==> src/rtcv_pkg.sv <==
// constants shared by the calendar status, validation and interrupt block
package rtcv_pkg;
  localparam int CLK_HZ = 20_000_000;
  localparam int LV_SAMPLE_US = 15_600;
  localparam int LV_SAMPLE_CYC = LV_SAMPLE_US * (CLK_HZ / 1_000_000);
  localparam int OSC_EDGES_PER_TICK = 1024;
  localparam int SUB_TICKS_PER_SEC = 32;
  localparam int SEC_PER_UPCOUNT = 60;
  // register byte offsets
  localparam logic [7:0] OFF_STATUS1 = 8'h00;
  localparam logic [7:0] OFF_STATUS2 = 8'h04;
  localparam logic [7:0] OFF_PIN1REG = 8'h08;
  localparam logic [7:0] OFF_PIN2REG = 8'h0C;
  localparam logic [7:0] OFF_YEAR = 8'h10;
  localparam logic [7:0] OFF_MONTH = 8'h14;
  localparam logic [7:0] OFF_DAY = 8'h18;
  localparam logic [7:0] OFF_WDAY = 8'h1C;
  localparam logic [7:0] OFF_HOUR = 8'h20;
  localparam logic [7:0] OFF_MIN = 8'h24;
  localparam logic [7:0] OFF_SEC = 8'h28;
  localparam logic [7:0] OFF_CORR = 8'h2C;
  localparam logic [7:0] OFF_FREE1 = 8'h30;
  localparam logic [7:0] OFF_FREE2 = 8'h34;
  localparam logic [7:0] OFF_FREE3 = 8'h38;
  localparam logic [7:0] OFF_UPCNT = 8'h3C;
  localparam logic [7:0] OFF_ALEXT1 = 8'h40;
  localparam logic [7:0] OFF_ALEXT2 = 8'h44;
  localparam logic [7:0] OFF_INIT = 8'h48;
  // status register 1 fields
  localparam int S1_POWER_ON = 0;
  localparam int S1_LOW_VOLT = 1;
  localparam int S1_H24 = 6;
  localparam logic [7:0] S1_INIT_KEEP = 8'h70;
  // status register 2 fields
  localparam int S2_P1_FREQ = 0;
  localparam int S2_P1_ALARM = 1;
  localparam int S2_P1_32K = 2;
  localparam int S2_P2_FREQ = 3;
  localparam int S2_P2_ALARM = 4;
  // alarm field enables: bit 7 of each byte; expansion enables above
  localparam int AL_EN = 7;
  localparam int EXT_YEAR_EN = 24;
  localparam int EXT_MON_EN = 25;
  localparam int EXT_DAY_EN = 26;
  localparam int HOUR_PM = 6;
  // reset values
  localparam logic [7:0] RST_STATUS1 = 8'h01;
  localparam logic [7:0] RST_STATUS2 = 8'h01;
  localparam logic [23:0] RST_PIN1REG = 24'h000080;
  localparam logic [7:0] RST_DATE = 8'h01;
endpackage

==> src/rtcv_core.sv <==
// status flags, write validation, calendar and interrupt pins of the clock
// Summary of operation
// - power-on reset loads calendar 00-01-01, status 01h, pin-one reg 80h.
// - power-on sets the power-on flag, status one bit zero.
// - after power-on pin one outputs a 1 Hz frequency pulse train.
// - host initializes while power-on flag set; init clears it and frequency mode.
// - init resets calendar and clears status two, pin, correction, free, expansion.
// - init loads status one bits six to four from written data, rest zero.
// - init leaves the 24-bit elapsed counter counting untouched.
// - supply sampled once per second for 15.6 ms into low-voltage flag.
// - low sample sets flag, stops sampling; flag holds after recovery.
// - init or a read of the flag clears it and restarts sampling.
// - invalid year to 00, month and day to 01, weekday 7 to 0.
// - invalid hour or minute fields on time write become 00; seconds are stored as written.
// - invalid seconds fixed at next carry, which also advances minutes.
// - 12-hour mode keeps written pm flag; 24-hour mode derives it on read.
// - nonexistent day of month becomes first day of next month.
// - status two selects each pin's mode; pin one adds 32.768 kHz output.
// - alarm match drives pin low until the host clears its alarm enable.
// - alarm compares weekday, hour, minute and expansion year, month, day.
// - re-enabled alarm during match waits for the next minute increment.
// - frequency mode outputs the AND of all enabled frequencies.
// - pin register bits seven to three enable 1 to 16 Hz; low bits store.
`timescale 1ns/10ps
`default_nettype none
module rtcv_core #(
  parameter int LV_SAMPLE_CYCLES = rtcv_pkg::LV_SAMPLE_CYC,
  // oscillator rises per 32 Hz tick; a bench may shorten the second
  parameter int OSC_TICK_EDGES = rtcv_pkg::OSC_EDGES_PER_TICK
) (
  // clock and power-on reset
  input wire logic clk,
  input wire logic nrst,
  // apb slave
  input wire logic psel,
  input wire logic penable,
  input wire logic pwrite,
  input wire logic [7:0] paddr,
  input wire logic [31:0] pwdata,
  output logic [31:0] prdata,
  output logic pready,
  output logic pslverr,
  // oscillator and supply monitor pins
  input wire logic osc_clk,
  input wire logic vdd_low,
  // interrupt pins, open drain
  output logic interrupt_pin_one_o,
  output logic interrupt_pin_one_oe,
  output logic interrupt_pin_two_o,
  output logic interrupt_pin_two_oe
);
  logic osc_s1_r, osc_s2_r, osc_s3_r, vdd_s1_r, vdd_s2_r;
  logic [9:0] edge_cnt_r;
  logic [4:0] sub_r;
  logic tick32, sec_tick, osc_rise;
  logic [7:0] st1_r, st2_r, corr_r, free1_r, free2_r, free3_r;
  logic [23:0] pin1_r, pin2_r, upcnt_r;
  logic [26:0] ext1_r, ext2_r;
  logic [5:0] up_sec_r;
  logic [7:0] year_r, mon_r, day_r, hour_r, min_r, sec_r;
  logic [2:0] wday_r;
  logic lv_samp_r, min_step_r, hit1_r, hit2_r, al1_r, al2_r;
  logic [31:0] lv_cnt_r;
  logic [31:0] prdata_r;
  logic apb_wr, apb_rd, init_pulse, h24, lv_set, lv_clr, mapped;
  logic hit1, hit2, lvl1, lvl2, pm_rd;
  logic [7:0] cy, cm, cd, ny, nm, nd, fx;

  function automatic logic nib_ok(input logic [7:0] v);
    return (v[7:4] <= 4'h9) && (v[3:0] <= 4'h9);
  endfunction
  function automatic logic [7:0] bcd_inc(input logic [7:0] v);
    return (v[3:0] == 4'h9) ? {v[7:4] + 4'h1, 4'h0} : v + 8'h01;
  endfunction
  function automatic logic [7:0] dim(input logic [7:0] m, input logic [7:0] y);
    logic leap;
    leap = y[4] ? (y[3:0] == 4'h2 || y[3:0] == 4'h6) :
      (y[3:0] == 4'h0 || y[3:0] == 4'h4 || y[3:0] == 4'h8);
    case (m)
      8'h02: dim = leap ? 8'h29 : 8'h28;
      8'h04, 8'h06, 8'h09, 8'h11: dim = 8'h30;
      default: dim = 8'h31;
    endcase
  endfunction
  function automatic logic hit(input logic [23:0] p, input logic [26:0] e,
    input logic [2:0] wd, input logic [7:0] hr, input logic pm,
    input logic is24, input logic [7:0] mi, input logic [7:0] yr,
    input logic [7:0] mo, input logic [7:0] dy);
    logic w, h, m, d;
    w = !p[rtcv_pkg::AL_EN] || p[2:0] == wd;
    h = !p[8 + rtcv_pkg::AL_EN] || (p[13:8] == hr[5:0] &&
      (is24 || p[8 + rtcv_pkg::HOUR_PM] == pm));
    m = !p[16 + rtcv_pkg::AL_EN] || p[22:16] == mi[6:0];
    d = (!e[rtcv_pkg::EXT_YEAR_EN] || e[7:0] == yr) &&
      (!e[rtcv_pkg::EXT_MON_EN] || e[15:8] == mo) &&
      (!e[rtcv_pkg::EXT_DAY_EN] || e[23:16] == dy);
    return w && h && m && d;
  endfunction

  // apb: zero wait states, unmapped offsets answer with an error
  assign pready = 1'b1;
  assign apb_wr = psel && penable && pwrite;
  assign apb_rd = psel && penable && !pwrite;
  assign init_pulse = apb_wr && paddr == rtcv_pkg::OFF_INIT;
  assign h24 = st1_r[rtcv_pkg::S1_H24];
  assign pm_rd = h24 ? (hour_r >= 8'h12) : hour_r[rtcv_pkg::HOUR_PM];
  always_comb
  begin
    case (paddr)
      rtcv_pkg::OFF_STATUS1, rtcv_pkg::OFF_STATUS2, rtcv_pkg::OFF_PIN1REG,
      rtcv_pkg::OFF_PIN2REG, rtcv_pkg::OFF_YEAR, rtcv_pkg::OFF_MONTH,
      rtcv_pkg::OFF_DAY, rtcv_pkg::OFF_WDAY, rtcv_pkg::OFF_HOUR,
      rtcv_pkg::OFF_MIN, rtcv_pkg::OFF_SEC, rtcv_pkg::OFF_CORR,
      rtcv_pkg::OFF_FREE1, rtcv_pkg::OFF_FREE2, rtcv_pkg::OFF_FREE3,
      rtcv_pkg::OFF_UPCNT, rtcv_pkg::OFF_ALEXT1, rtcv_pkg::OFF_ALEXT2,
      rtcv_pkg::OFF_INIT: mapped = 1'b1;
      default: mapped = 1'b0;
    endcase
  end
  assign pslverr = psel && penable && !mapped;

  // read data captured in the setup phase so it comes from flip-flops
  always_ff @(posedge clk)
  begin
    if (!nrst)
      prdata_r <= 32'h0000_0000;
    else if (psel && !penable && !pwrite)
    begin
      case (paddr)
        rtcv_pkg::OFF_STATUS1: prdata_r <= {24'h0, st1_r};
        rtcv_pkg::OFF_STATUS2: prdata_r <= {24'h0, st2_r};
        rtcv_pkg::OFF_PIN1REG: prdata_r <= {8'h0, pin1_r};
        rtcv_pkg::OFF_PIN2REG: prdata_r <= {8'h0, pin2_r};
        rtcv_pkg::OFF_YEAR: prdata_r <= {24'h0, year_r};
        rtcv_pkg::OFF_MONTH: prdata_r <= {24'h0, mon_r};
        rtcv_pkg::OFF_DAY: prdata_r <= {24'h0, day_r};
        rtcv_pkg::OFF_WDAY: prdata_r <= {29'h0, wday_r};
        rtcv_pkg::OFF_HOUR: prdata_r <= {25'h0, pm_rd, hour_r[5:0]};
        rtcv_pkg::OFF_MIN: prdata_r <= {24'h0, min_r};
        rtcv_pkg::OFF_SEC: prdata_r <= {24'h0, sec_r};
        rtcv_pkg::OFF_CORR: prdata_r <= {24'h0, corr_r};
        rtcv_pkg::OFF_FREE1: prdata_r <= {24'h0, free1_r};
        rtcv_pkg::OFF_FREE2: prdata_r <= {24'h0, free2_r};
        rtcv_pkg::OFF_FREE3: prdata_r <= {24'h0, free3_r};
        rtcv_pkg::OFF_UPCNT: prdata_r <= {8'h0, upcnt_r};
        rtcv_pkg::OFF_ALEXT1: prdata_r <= {5'h0, ext1_r};
        rtcv_pkg::OFF_ALEXT2: prdata_r <= {5'h0, ext2_r};
        default: prdata_r <= 32'h0000_0000;
      endcase
    end
  end
  assign prdata = prdata_r;

  // oscillator pin synchronised, edges divided to 32 Hz and 1 Hz enables
  always_ff @(posedge clk)
  begin
    if (!nrst)
    begin
      osc_s1_r <= 1'b0;
      osc_s2_r <= 1'b0;
      osc_s3_r <= 1'b0;
      vdd_s1_r <= 1'b0;
      vdd_s2_r <= 1'b0;
    end
    else
    begin
      osc_s1_r <= osc_clk;
      osc_s2_r <= osc_s1_r;
      osc_s3_r <= osc_s2_r;
      vdd_s1_r <= vdd_low;
      vdd_s2_r <= vdd_s1_r;
    end
  end
  assign osc_rise = osc_s2_r && !osc_s3_r;
  assign tick32 = osc_rise &&
    edge_cnt_r == 10'(OSC_TICK_EDGES - 1);
  assign sec_tick = tick32 &&
    sub_r == 5'(rtcv_pkg::SUB_TICKS_PER_SEC - 1);
  always_ff @(posedge clk)
  begin
    if (!nrst)
    begin
      edge_cnt_r <= 10'h000;
      sub_r <= 5'h00;
    end
    else if (osc_rise)
    begin
      edge_cnt_r <= tick32 ? 10'h000 : edge_cnt_r + 10'h001;
      if (tick32)
        sub_r <= sub_r + 5'h01;
    end
  end

  // elapsed-minute counter: cleared only by power-on
  always_ff @(posedge clk)
  begin
    if (!nrst)
    begin
      up_sec_r <= 6'h00;
      upcnt_r <= 24'h000000;
    end
    else if (sec_tick)
    begin
      if (up_sec_r == 6'(rtcv_pkg::SEC_PER_UPCOUNT - 1))
      begin
        up_sec_r <= 6'h00;
        upcnt_r <= upcnt_r + 24'h000001;
      end
      else
        up_sec_r <= up_sec_r + 6'h01;
    end
  end

  // supply sampling window, one per second
  assign lv_set = lv_samp_r && vdd_s2_r;
  assign lv_clr = init_pulse || (apb_rd && paddr == rtcv_pkg::OFF_STATUS1);
  always_ff @(posedge clk)
  begin
    if (!nrst || lv_set)
    begin
      lv_samp_r <= 1'b0;
      lv_cnt_r <= 32'h0;
    end
    else if (lv_samp_r)
    begin
      lv_cnt_r <= lv_cnt_r + 32'h1;
      if (lv_cnt_r == 32'(LV_SAMPLE_CYCLES - 1))
        lv_samp_r <= 1'b0;
    end
    else if (sec_tick && (!st1_r[rtcv_pkg::S1_LOW_VOLT] || lv_clr))
    begin
      lv_samp_r <= 1'b1;
      lv_cnt_r <= 32'h0;
    end
  end

  // status, pin and storage registers
  always_ff @(posedge clk)
  begin
    if (!nrst)
    begin
      st1_r <= rtcv_pkg::RST_STATUS1;
      st2_r <= rtcv_pkg::RST_STATUS2;
      pin1_r <= rtcv_pkg::RST_PIN1REG;
      pin2_r <= 24'h0;
      {corr_r, free1_r, free2_r, free3_r} <= 32'h0;
      ext1_r <= 27'h0;
      ext2_r <= 27'h0;
    end
    else if (init_pulse)
    begin
      st1_r <= pwdata[7:0] & rtcv_pkg::S1_INIT_KEEP;
      st2_r <= 8'h00;
      pin1_r <= 24'h0;
      pin2_r <= 24'h0;
      {corr_r, free1_r, free2_r, free3_r} <= 32'h0;
      ext1_r <= 27'h0;
      ext2_r <= 27'h0;
    end
    else
    begin
      if (lv_set)
        st1_r[rtcv_pkg::S1_LOW_VOLT] <= 1'b1;
      else if (lv_clr)
        st1_r[rtcv_pkg::S1_LOW_VOLT] <= 1'b0;
      if (apb_wr)
      begin
        case (paddr)
          rtcv_pkg::OFF_STATUS1: st1_r[7:2] <= pwdata[7:2];
          rtcv_pkg::OFF_STATUS2: st2_r <= pwdata[7:0];
          rtcv_pkg::OFF_PIN1REG: pin1_r <= pwdata[23:0];
          rtcv_pkg::OFF_PIN2REG: pin2_r <= pwdata[23:0];
          rtcv_pkg::OFF_CORR: corr_r <= pwdata[7:0];
          rtcv_pkg::OFF_FREE1: free1_r <= pwdata[7:0];
          rtcv_pkg::OFF_FREE2: free2_r <= pwdata[7:0];
          rtcv_pkg::OFF_FREE3: free3_r <= pwdata[7:0];
          rtcv_pkg::OFF_ALEXT1: ext1_r <= pwdata[26:0];
          rtcv_pkg::OFF_ALEXT2: ext2_r <= pwdata[26:0];
          default: ;
        endcase
      end
    end
  end

  // date write: fix the written field, then the end-of-month check
  always_comb
  begin
    cy = year_r;
    cm = mon_r;
    cd = day_r;
    fx = pwdata[7:0];
    if (paddr == rtcv_pkg::OFF_YEAR)
      cy = nib_ok(fx) ? fx : 8'h00;
    if (paddr == rtcv_pkg::OFF_MONTH)
      cm = (nib_ok(fx) && fx >= 8'h01 && fx <= 8'h12) ? fx : 8'h01;
    if (paddr == rtcv_pkg::OFF_DAY)
      cd = (nib_ok(fx) && fx >= 8'h01 && fx <= 8'h31) ? fx : 8'h01;
    nd = cd;
    nm = cm;
    ny = cy;
    if (cd > dim(cm, cy))
    begin
      nd = 8'h01;
      nm = (cm == 8'h12) ? 8'h01 : bcd_inc(cm);
      ny = (cm != 8'h12) ? cy : (cy == 8'h99) ? 8'h00 : bcd_inc(cy);
    end
  end

  // calendar counters
  always_ff @(posedge clk)
  begin
    min_step_r <= 1'b0;
    if (!nrst || init_pulse)
    begin
      year_r <= 8'h00;
      mon_r <= rtcv_pkg::RST_DATE;
      day_r <= rtcv_pkg::RST_DATE;
      wday_r <= 3'h0;
      hour_r <= 8'h00;
      min_r <= 8'h00;
      sec_r <= 8'h00;
      min_step_r <= 1'b0;
    end
    else if (apb_wr)
    begin
      case (paddr)
        rtcv_pkg::OFF_YEAR, rtcv_pkg::OFF_MONTH, rtcv_pkg::OFF_DAY:
        begin
          year_r <= ny;
          mon_r <= nm;
          day_r <= nd;
        end
        rtcv_pkg::OFF_WDAY:
          wday_r <= (pwdata[2:0] == 3'h7) ? 3'h0 : pwdata[2:0];
        rtcv_pkg::OFF_HOUR:
          if (h24)
            hour_r <= (nib_ok({2'b00, pwdata[5:0]}) && pwdata[5:0] <= 6'h23)
              ? {2'b00, pwdata[5:0]} : 8'h00;
          else if (nib_ok({2'b00, pwdata[5:0]}) && pwdata[5:0] <= 6'h11)
            hour_r <= {1'b0, pwdata[rtcv_pkg::HOUR_PM], pwdata[5:0]};
          else
            hour_r <= {1'b0, pwdata[rtcv_pkg::HOUR_PM], 6'h00};
        rtcv_pkg::OFF_MIN:
          min_r <= (nib_ok(pwdata[7:0]) && pwdata[7:0] <= 8'h59)
            ? pwdata[7:0] : 8'h00;
        rtcv_pkg::OFF_SEC:
          sec_r <= pwdata[7:0];
        default: ;
      endcase
    end
    else if (sec_tick)
    begin
      if (!nib_ok(sec_r) || sec_r >= 8'h59)
      begin
        sec_r <= 8'h00;
        min_step_r <= 1'b1;
        if (min_r == 8'h59)
        begin
          min_r <= 8'h00;
          if (hour_r[5:0] == (h24 ? 6'h23 : 6'h11))
          begin
            hour_r <= {1'b0, !h24 && !hour_r[rtcv_pkg::HOUR_PM], 6'h00};
            if (h24 || hour_r[rtcv_pkg::HOUR_PM])
            begin
              wday_r <= (wday_r == 3'h6) ? 3'h0 : wday_r + 3'h1;
              if (day_r >= dim(mon_r, year_r))
              begin
                day_r <= 8'h01;
                mon_r <= (mon_r == 8'h12) ? 8'h01 : bcd_inc(mon_r);
                if (mon_r == 8'h12)
                  year_r <= (year_r == 8'h99) ? 8'h00 : bcd_inc(year_r);
              end
              else
                day_r <= bcd_inc(day_r);
            end
          end
          else
            hour_r[5:0] <= 6'(bcd_inc({2'b00, hour_r[5:0]}));
        end
        else
          min_r <= bcd_inc(min_r);
      end
      else
        sec_r <= bcd_inc(sec_r);
    end
  end

  // alarm latches per pin
  assign hit1 = hit(pin1_r, ext1_r, wday_r, hour_r, pm_rd, h24, min_r, year_r,
    mon_r, day_r);
  assign hit2 = hit(pin2_r, ext2_r, wday_r, hour_r, pm_rd, h24, min_r, year_r,
    mon_r, day_r);
  always_ff @(posedge clk)
  begin
    if (!nrst)
    begin
      hit1_r <= 1'b0;
      hit2_r <= 1'b0;
      al1_r <= 1'b0;
      al2_r <= 1'b0;
    end
    else
    begin
      hit1_r <= hit1;
      hit2_r <= hit2;
      // new match or a minute step inside the match asserts
      if (!st2_r[rtcv_pkg::S2_P1_ALARM])
        al1_r <= 1'b0;
      else if (hit1 && (!hit1_r || min_step_r))
        al1_r <= 1'b1;
      if (!st2_r[rtcv_pkg::S2_P2_ALARM])
        al2_r <= 1'b0;
      else if (hit2 && (!hit2_r || min_step_r))
        al2_r <= 1'b1;
    end
  end

  // pin levels: frequency bits 7..3 line up with the 1..16 Hz divider taps
  assign lvl1 = st2_r[rtcv_pkg::S2_P1_32K] ? osc_s2_r :
    st2_r[rtcv_pkg::S2_P1_FREQ] ? &(~pin1_r[7:3] | sub_r) :
    !al1_r;
  assign lvl2 = st2_r[rtcv_pkg::S2_P2_FREQ] ? &(~pin2_r[7:3] | sub_r) :
    !al2_r;
  always_ff @(posedge clk)
  begin
    if (!nrst)
    begin
      interrupt_pin_one_oe <= 1'b0;
      interrupt_pin_two_oe <= 1'b0;
    end
    else
    begin
      interrupt_pin_one_oe <= !lvl1;
      interrupt_pin_two_oe <= !lvl2;
    end
  end
  assign interrupt_pin_one_o = 1'b0;
  assign interrupt_pin_two_o = 1'b0;

  a_poc_after_reset: assert property (@(posedge clk) disable iff (!nrst)
    $past(!nrst) |-> st1_r[rtcv_pkg::S1_POWER_ON] && st2_r == 8'h01)
    else $error("power-on flag or mode missing after reset");
  a_init_clears: assert property (@(posedge clk) disable iff (!nrst)
    init_pulse |=> st1_r[3:0] == 4'h0 && st1_r[7] == 1'b0 && st2_r == 8'h00)
    else $error("init left status bits set");
  a_upcnt_kept: assert property (@(posedge clk) disable iff (!nrst)
    init_pulse && !sec_tick |=> $stable(upcnt_r))
    else $error("init disturbed the elapsed counter");
  a_lv_holds: assert property (@(posedge clk) disable iff (!nrst)
    st1_r[rtcv_pkg::S1_LOW_VOLT] && !lv_clr |=> st1_r[rtcv_pkg::S1_LOW_VOLT]
      && !lv_samp_r)
    else $error("low-voltage flag dropped or sampling kept on");
  a_lv_read_clr: assert property (@(posedge clk) disable iff (!nrst)
    lv_clr && !lv_set |=> !st1_r[rtcv_pkg::S1_LOW_VOLT])
    else $error("flag read did not clear low-voltage flag");
  a_month_fix: assert property (@(posedge clk) disable iff (!nrst)
    apb_wr && paddr == rtcv_pkg::OFF_MONTH && pwdata[7:0] == 8'h13
      |=> mon_r == 8'h01)
    else $error("invalid month not replaced");
  a_min_fix: assert property (@(posedge clk) disable iff (!nrst)
    apb_wr && paddr == rtcv_pkg::OFF_MIN &&
      (pwdata[7:0] > 8'h59 || pwdata[3:0] > 4'h9)
      |=> min_r == 8'h00)
    else $error("invalid minute not forced to zero");
  a_alarm_hold: assert property (@(posedge clk) disable iff (!nrst)
    al1_r && st2_r[rtcv_pkg::S2_P1_ALARM] |=> al1_r)
    else $error("alarm released while enabled");
  a_freq_pin: assert property (@(posedge clk) disable iff (!nrst)
    st2_r[rtcv_pkg::S2_P1_FREQ] && !st2_r[rtcv_pkg::S2_P1_32K]
      |=> interrupt_pin_one_oe == !$past(&(~pin1_r[7:3] | sub_r)))
    else $error("pin one does not follow the frequency product");
endmodule
`default_nettype wire

==> config.mk <==
export PLATFORM = sky130hd
export DESIGN_NAME = rtcv_core
export DESIGN_NICKNAME = d
export VERILOG_FILES = /design/src/rtcv_pkg.sv /design/src/rtcv_core.sv
export SDC_FILE = /design/constraint.sdc
export NUM_CORES = 1
export LEC_CHECK = 0
export BUFFER_PORTS_ARGS = -buffer_cell sky130_fd_sc_hd__buf_2
export CAP_MARGIN = 40
export CORE_UTILIZATION = 41
export DETAILED_ROUTE_END_ITERATION = 16
export PLACE_DENSITY = 0.68
export SYNTH_ARGS = -nofsm -noshare
export SYNTH_HDL_FRONTEND = slang
export SYNTH_SLANG_ARGS = --single-unit
==> constraint.sdc <==
create_clock -name clk -period 6.5 [get_ports clk]
set_input_delay 1.3 -clock clk [delete_from_list [all_inputs] [get_ports clk]]
set_output_delay 1.3 -clock clk [all_outputs]
set_load 0.05 [all_outputs]
==> results.cfg <==
[outcome]
outcome = finished clean

[yosys]
synth_seq_area_share_pct = 36.5
netlist_instances = 2278
ys.flop_type = dfxtp_1
synth-seq-cells = 317
synth_area_sq_um = 17400
synth_edf_count = 0
synthArstFlopShare_pct = 0
synth_cell_types = 84
synth_warnings = 0
syn_avg_cell_area_sq_um = 7.64

[finish]
drive_gt1_share_pct = 10.6
nets = 2339
fill_cells = 4115
antenna_cells = 0
layout.cells.non_filler = 2826
fin_area_sq_um = 19400
area_delta_synth_final_pct = 11.8

[cts]
cts_made_buffers = 36
clk_pin_slew_ns = 0.06
cts_sinks = 317
cts_resized = 0
clk_latency_ns = 0.56
cts_tree = built
cts_setup_buffers = 0
cts_hold_buf = 0
clk_path_buf_depth = 3
h-tree-depth = 2
root_buffer = clkbuf_16

[route]
ant_nets = 0
drcViolationCount = 0
wl_per_cell_um = 22.4
drt-vias-per-instance = 6.33
via_count = 17901
drtIter0Drc = 2209
drt_wl_total_mm = 63.3
dr.pass1.iters = 6

[die]
die_h_um = 208
initial_core_util_pct = 41.5
rows = 75
pin_count = 85
dieArea_sq_um = 43300
coreArea_sq_um = 41900
die-width_um = 208

[setup_path]
worst_setup_path_end_kind = register
crit_slowest_cell = nor2_1
slowest_delay_ns = 0.71
worstPathRequired_ns = 6.90
start_kind = input port
cp_num_buf_inv = 1
crit_type = in2reg
ff2ff_path_depth = 15
rrSetupSlack_ns = 1.87
path_max_fanout = 13
r2r-start = mon_r[0]
crit_family = simple AND/OR/NAND/NOR gates
arrival_ns = 6.03
r2r-end = mon_r[6]
critical_path.cell_chain = buf_2, or4b_1, nor4_2, a22oi_1, nor3_1, o21a_1, o211ai_1, a22oi_1, ha_1, nor3b_1, a31oi_1, o311ai_0, a211oi_2, nor2_1, a2111oi_0, o2111ai_1, a31oi_1

[min_path]
hold_end = osc_s2_r
worstHoldStart = osc_s1_r
hold_path.class = reg2reg
holdPathStages = 1

[sta]
fin_crit_ns = 5.63
fin_crit_sh_pct = 86.6
setup_viol = 0
finalHoldViolCount = 0
skew_ns = 0.0183
slew_headroom_pct = 37.1
timing.hold.ws_ns = 0.430
finalSetupTns_ns = 0
tightest_slew_ns = 0.942
finalMaxSlewViolations = 0
fmax_mhz = 178
rsz0062_at_grt = no

[placed_design]
port_buffers = 71
placed_cells = 2761
dpl.hpwl_mm = 43.2
routabilityCongestion = 1.02
dpl_cell_area_sq_um = 18300

[global_route]
antenna_found_initial = 1
gr-total-overflow = 0
grtUsageTotal_pct = 28.6
grt_pass1_vias = 16883
grt_pass1_wl_mm = 97.4
grt_max_degree = 164

[pwr]
p_per_area_nw_per_um2 = 219
leakage_nw = 6.53
peakVddDrop_uv = 175

[run]
drv_cap = 0
-- flip-flops by register name (all words and copies together) (netlist names), 5 cells and up --
signal,count
ext1_r,27
min_r,8
pin2_r,24
corr_r,8
up_sec_r,6
mon_r,8
lv_cnt_r,32
st1_r,8
year_r,8
st2_r,8
upcnt_r,24
ext2_r,27
sec_r,8
hour_r,7
day_r,8
free1_r,8
pin1_r,24
prdata,27
free3_r,8
edge_cnt_r,10
sub_r,5
free2_r,8
-- layout make-up --
cell class                      count  area, sq um  share of cell area, %
Sequential cell                   317         6350                   32.6
Clock inverter                     14          133                  0.682
Tap cell                          539          674                   3.47
Clock buffer                       51         1060                   5.44
Timing Repair Buffer              126          870                   4.47
Inverter                           42          158                  0.811
Multi-Input combinational cell   1737        10200                   52.5
-- layer usage --
layer	share of wire, %	wire length, um	vias up	GRT usage, %
li1	-	-	8172	-
met1	40	25000	8509	36.3
met2	44	27900	998	44.7
met3	10	6440	220	5.45
met4	6.1	3870	2	17.7
met5	0.024	15	-	0
-- cell usage after synthesis (all sizes together), types with 12 or more instances --
cell,count,area share (%)
nand3,117,3.4
nor3,35,1.0
a22oi,59,2.5
a31oi,23,0.83
nand4,44,1.6
buf,30,1.0
nand2b,14,0.50
o221ai,12,0.60
nor4,21,0.95
xnor2,80,4.0
or3,27,0.97
a211oi,12,0.55
nor2,151,3.3
o21ai,103,3.0
inv,42,0.91
clkbuf,158,3.4
and3,20,0.72
nor2b,12,0.43
nor4b,12,0.64
and2,15,0.54
a21oi,258,7.4
or2,21,0.75
xor2,48,2.4
dfxtp,317,36
ha,32,2.3
o211ai,22,0.95
a221oi,26,1.3
nand2,389,8.4
a222oi,32,1.8
-- cells by family after synthesis --
logic type | Yosys count | share of synthesized area (%)
compound gates | 641 | 23.7
fa+ha+maj | 32 | 2.30
buf+inv | 230 | 5.32
flops | 317 | 36.5
xor+xnor | 128 | 6.44
mux | 11 | 0.640
simple gates | 917 | 25.1
other cells | 2 | 0.0432
-- placed cells by master (no fill, tap or decap), types with 47 or more instances in the layout --
cell type    n
o21ai_0     96
a21oi_1    257
a22oi_1     59
xnor2_1     80
nand2_1    389
nand3_1    117
xor2_1      48
buf_2       72
dfxtp_1    317
buf_4       47
nor2_1     146
-- worst max-delay path by stage --
| stage | slack, ns | cells after the start | start | end |
|---|---|---|---|---|
| finish | 0.87 | 17 | paddr[5] | mon_r[6] |
| global route | 0.49 | 17 | paddr[5] | mon_r[6] |
| CTS | 0.95 | 17 | paddr[5] | mon_r[6] |
| detailed placement | 0.39 | 17 | paddr[5] | mon_r[6] |
| global placement | 0.52 | 17 | paddr[5] | mon_r[6] |
| floorplan | 1.17 | 8 | paddr[2] | pslverr |
-- report_power, final --
part           total [W]  internal [W]  switching [W]
Combinational   0.000229     0.0000500       0.000179
Sequential       0.00196       0.00195     0.00000685
Clock            0.00207       0.00122       0.000849
Total            0.00426       0.00322        0.00103
-- through the flow --
step	util (%)	total power [W]	setup slack (ns)
floorplan	-	0.00215	1.17
global placement	43.1	0.00222	0.521
detailed placement	43.5	0.00223	0.388
CTS	46.4	0.00428	0.954
global route	46.4	0.00437	0.490
finish	46.4	0.00426	0.869
Power figures use the tool's default switching activity.
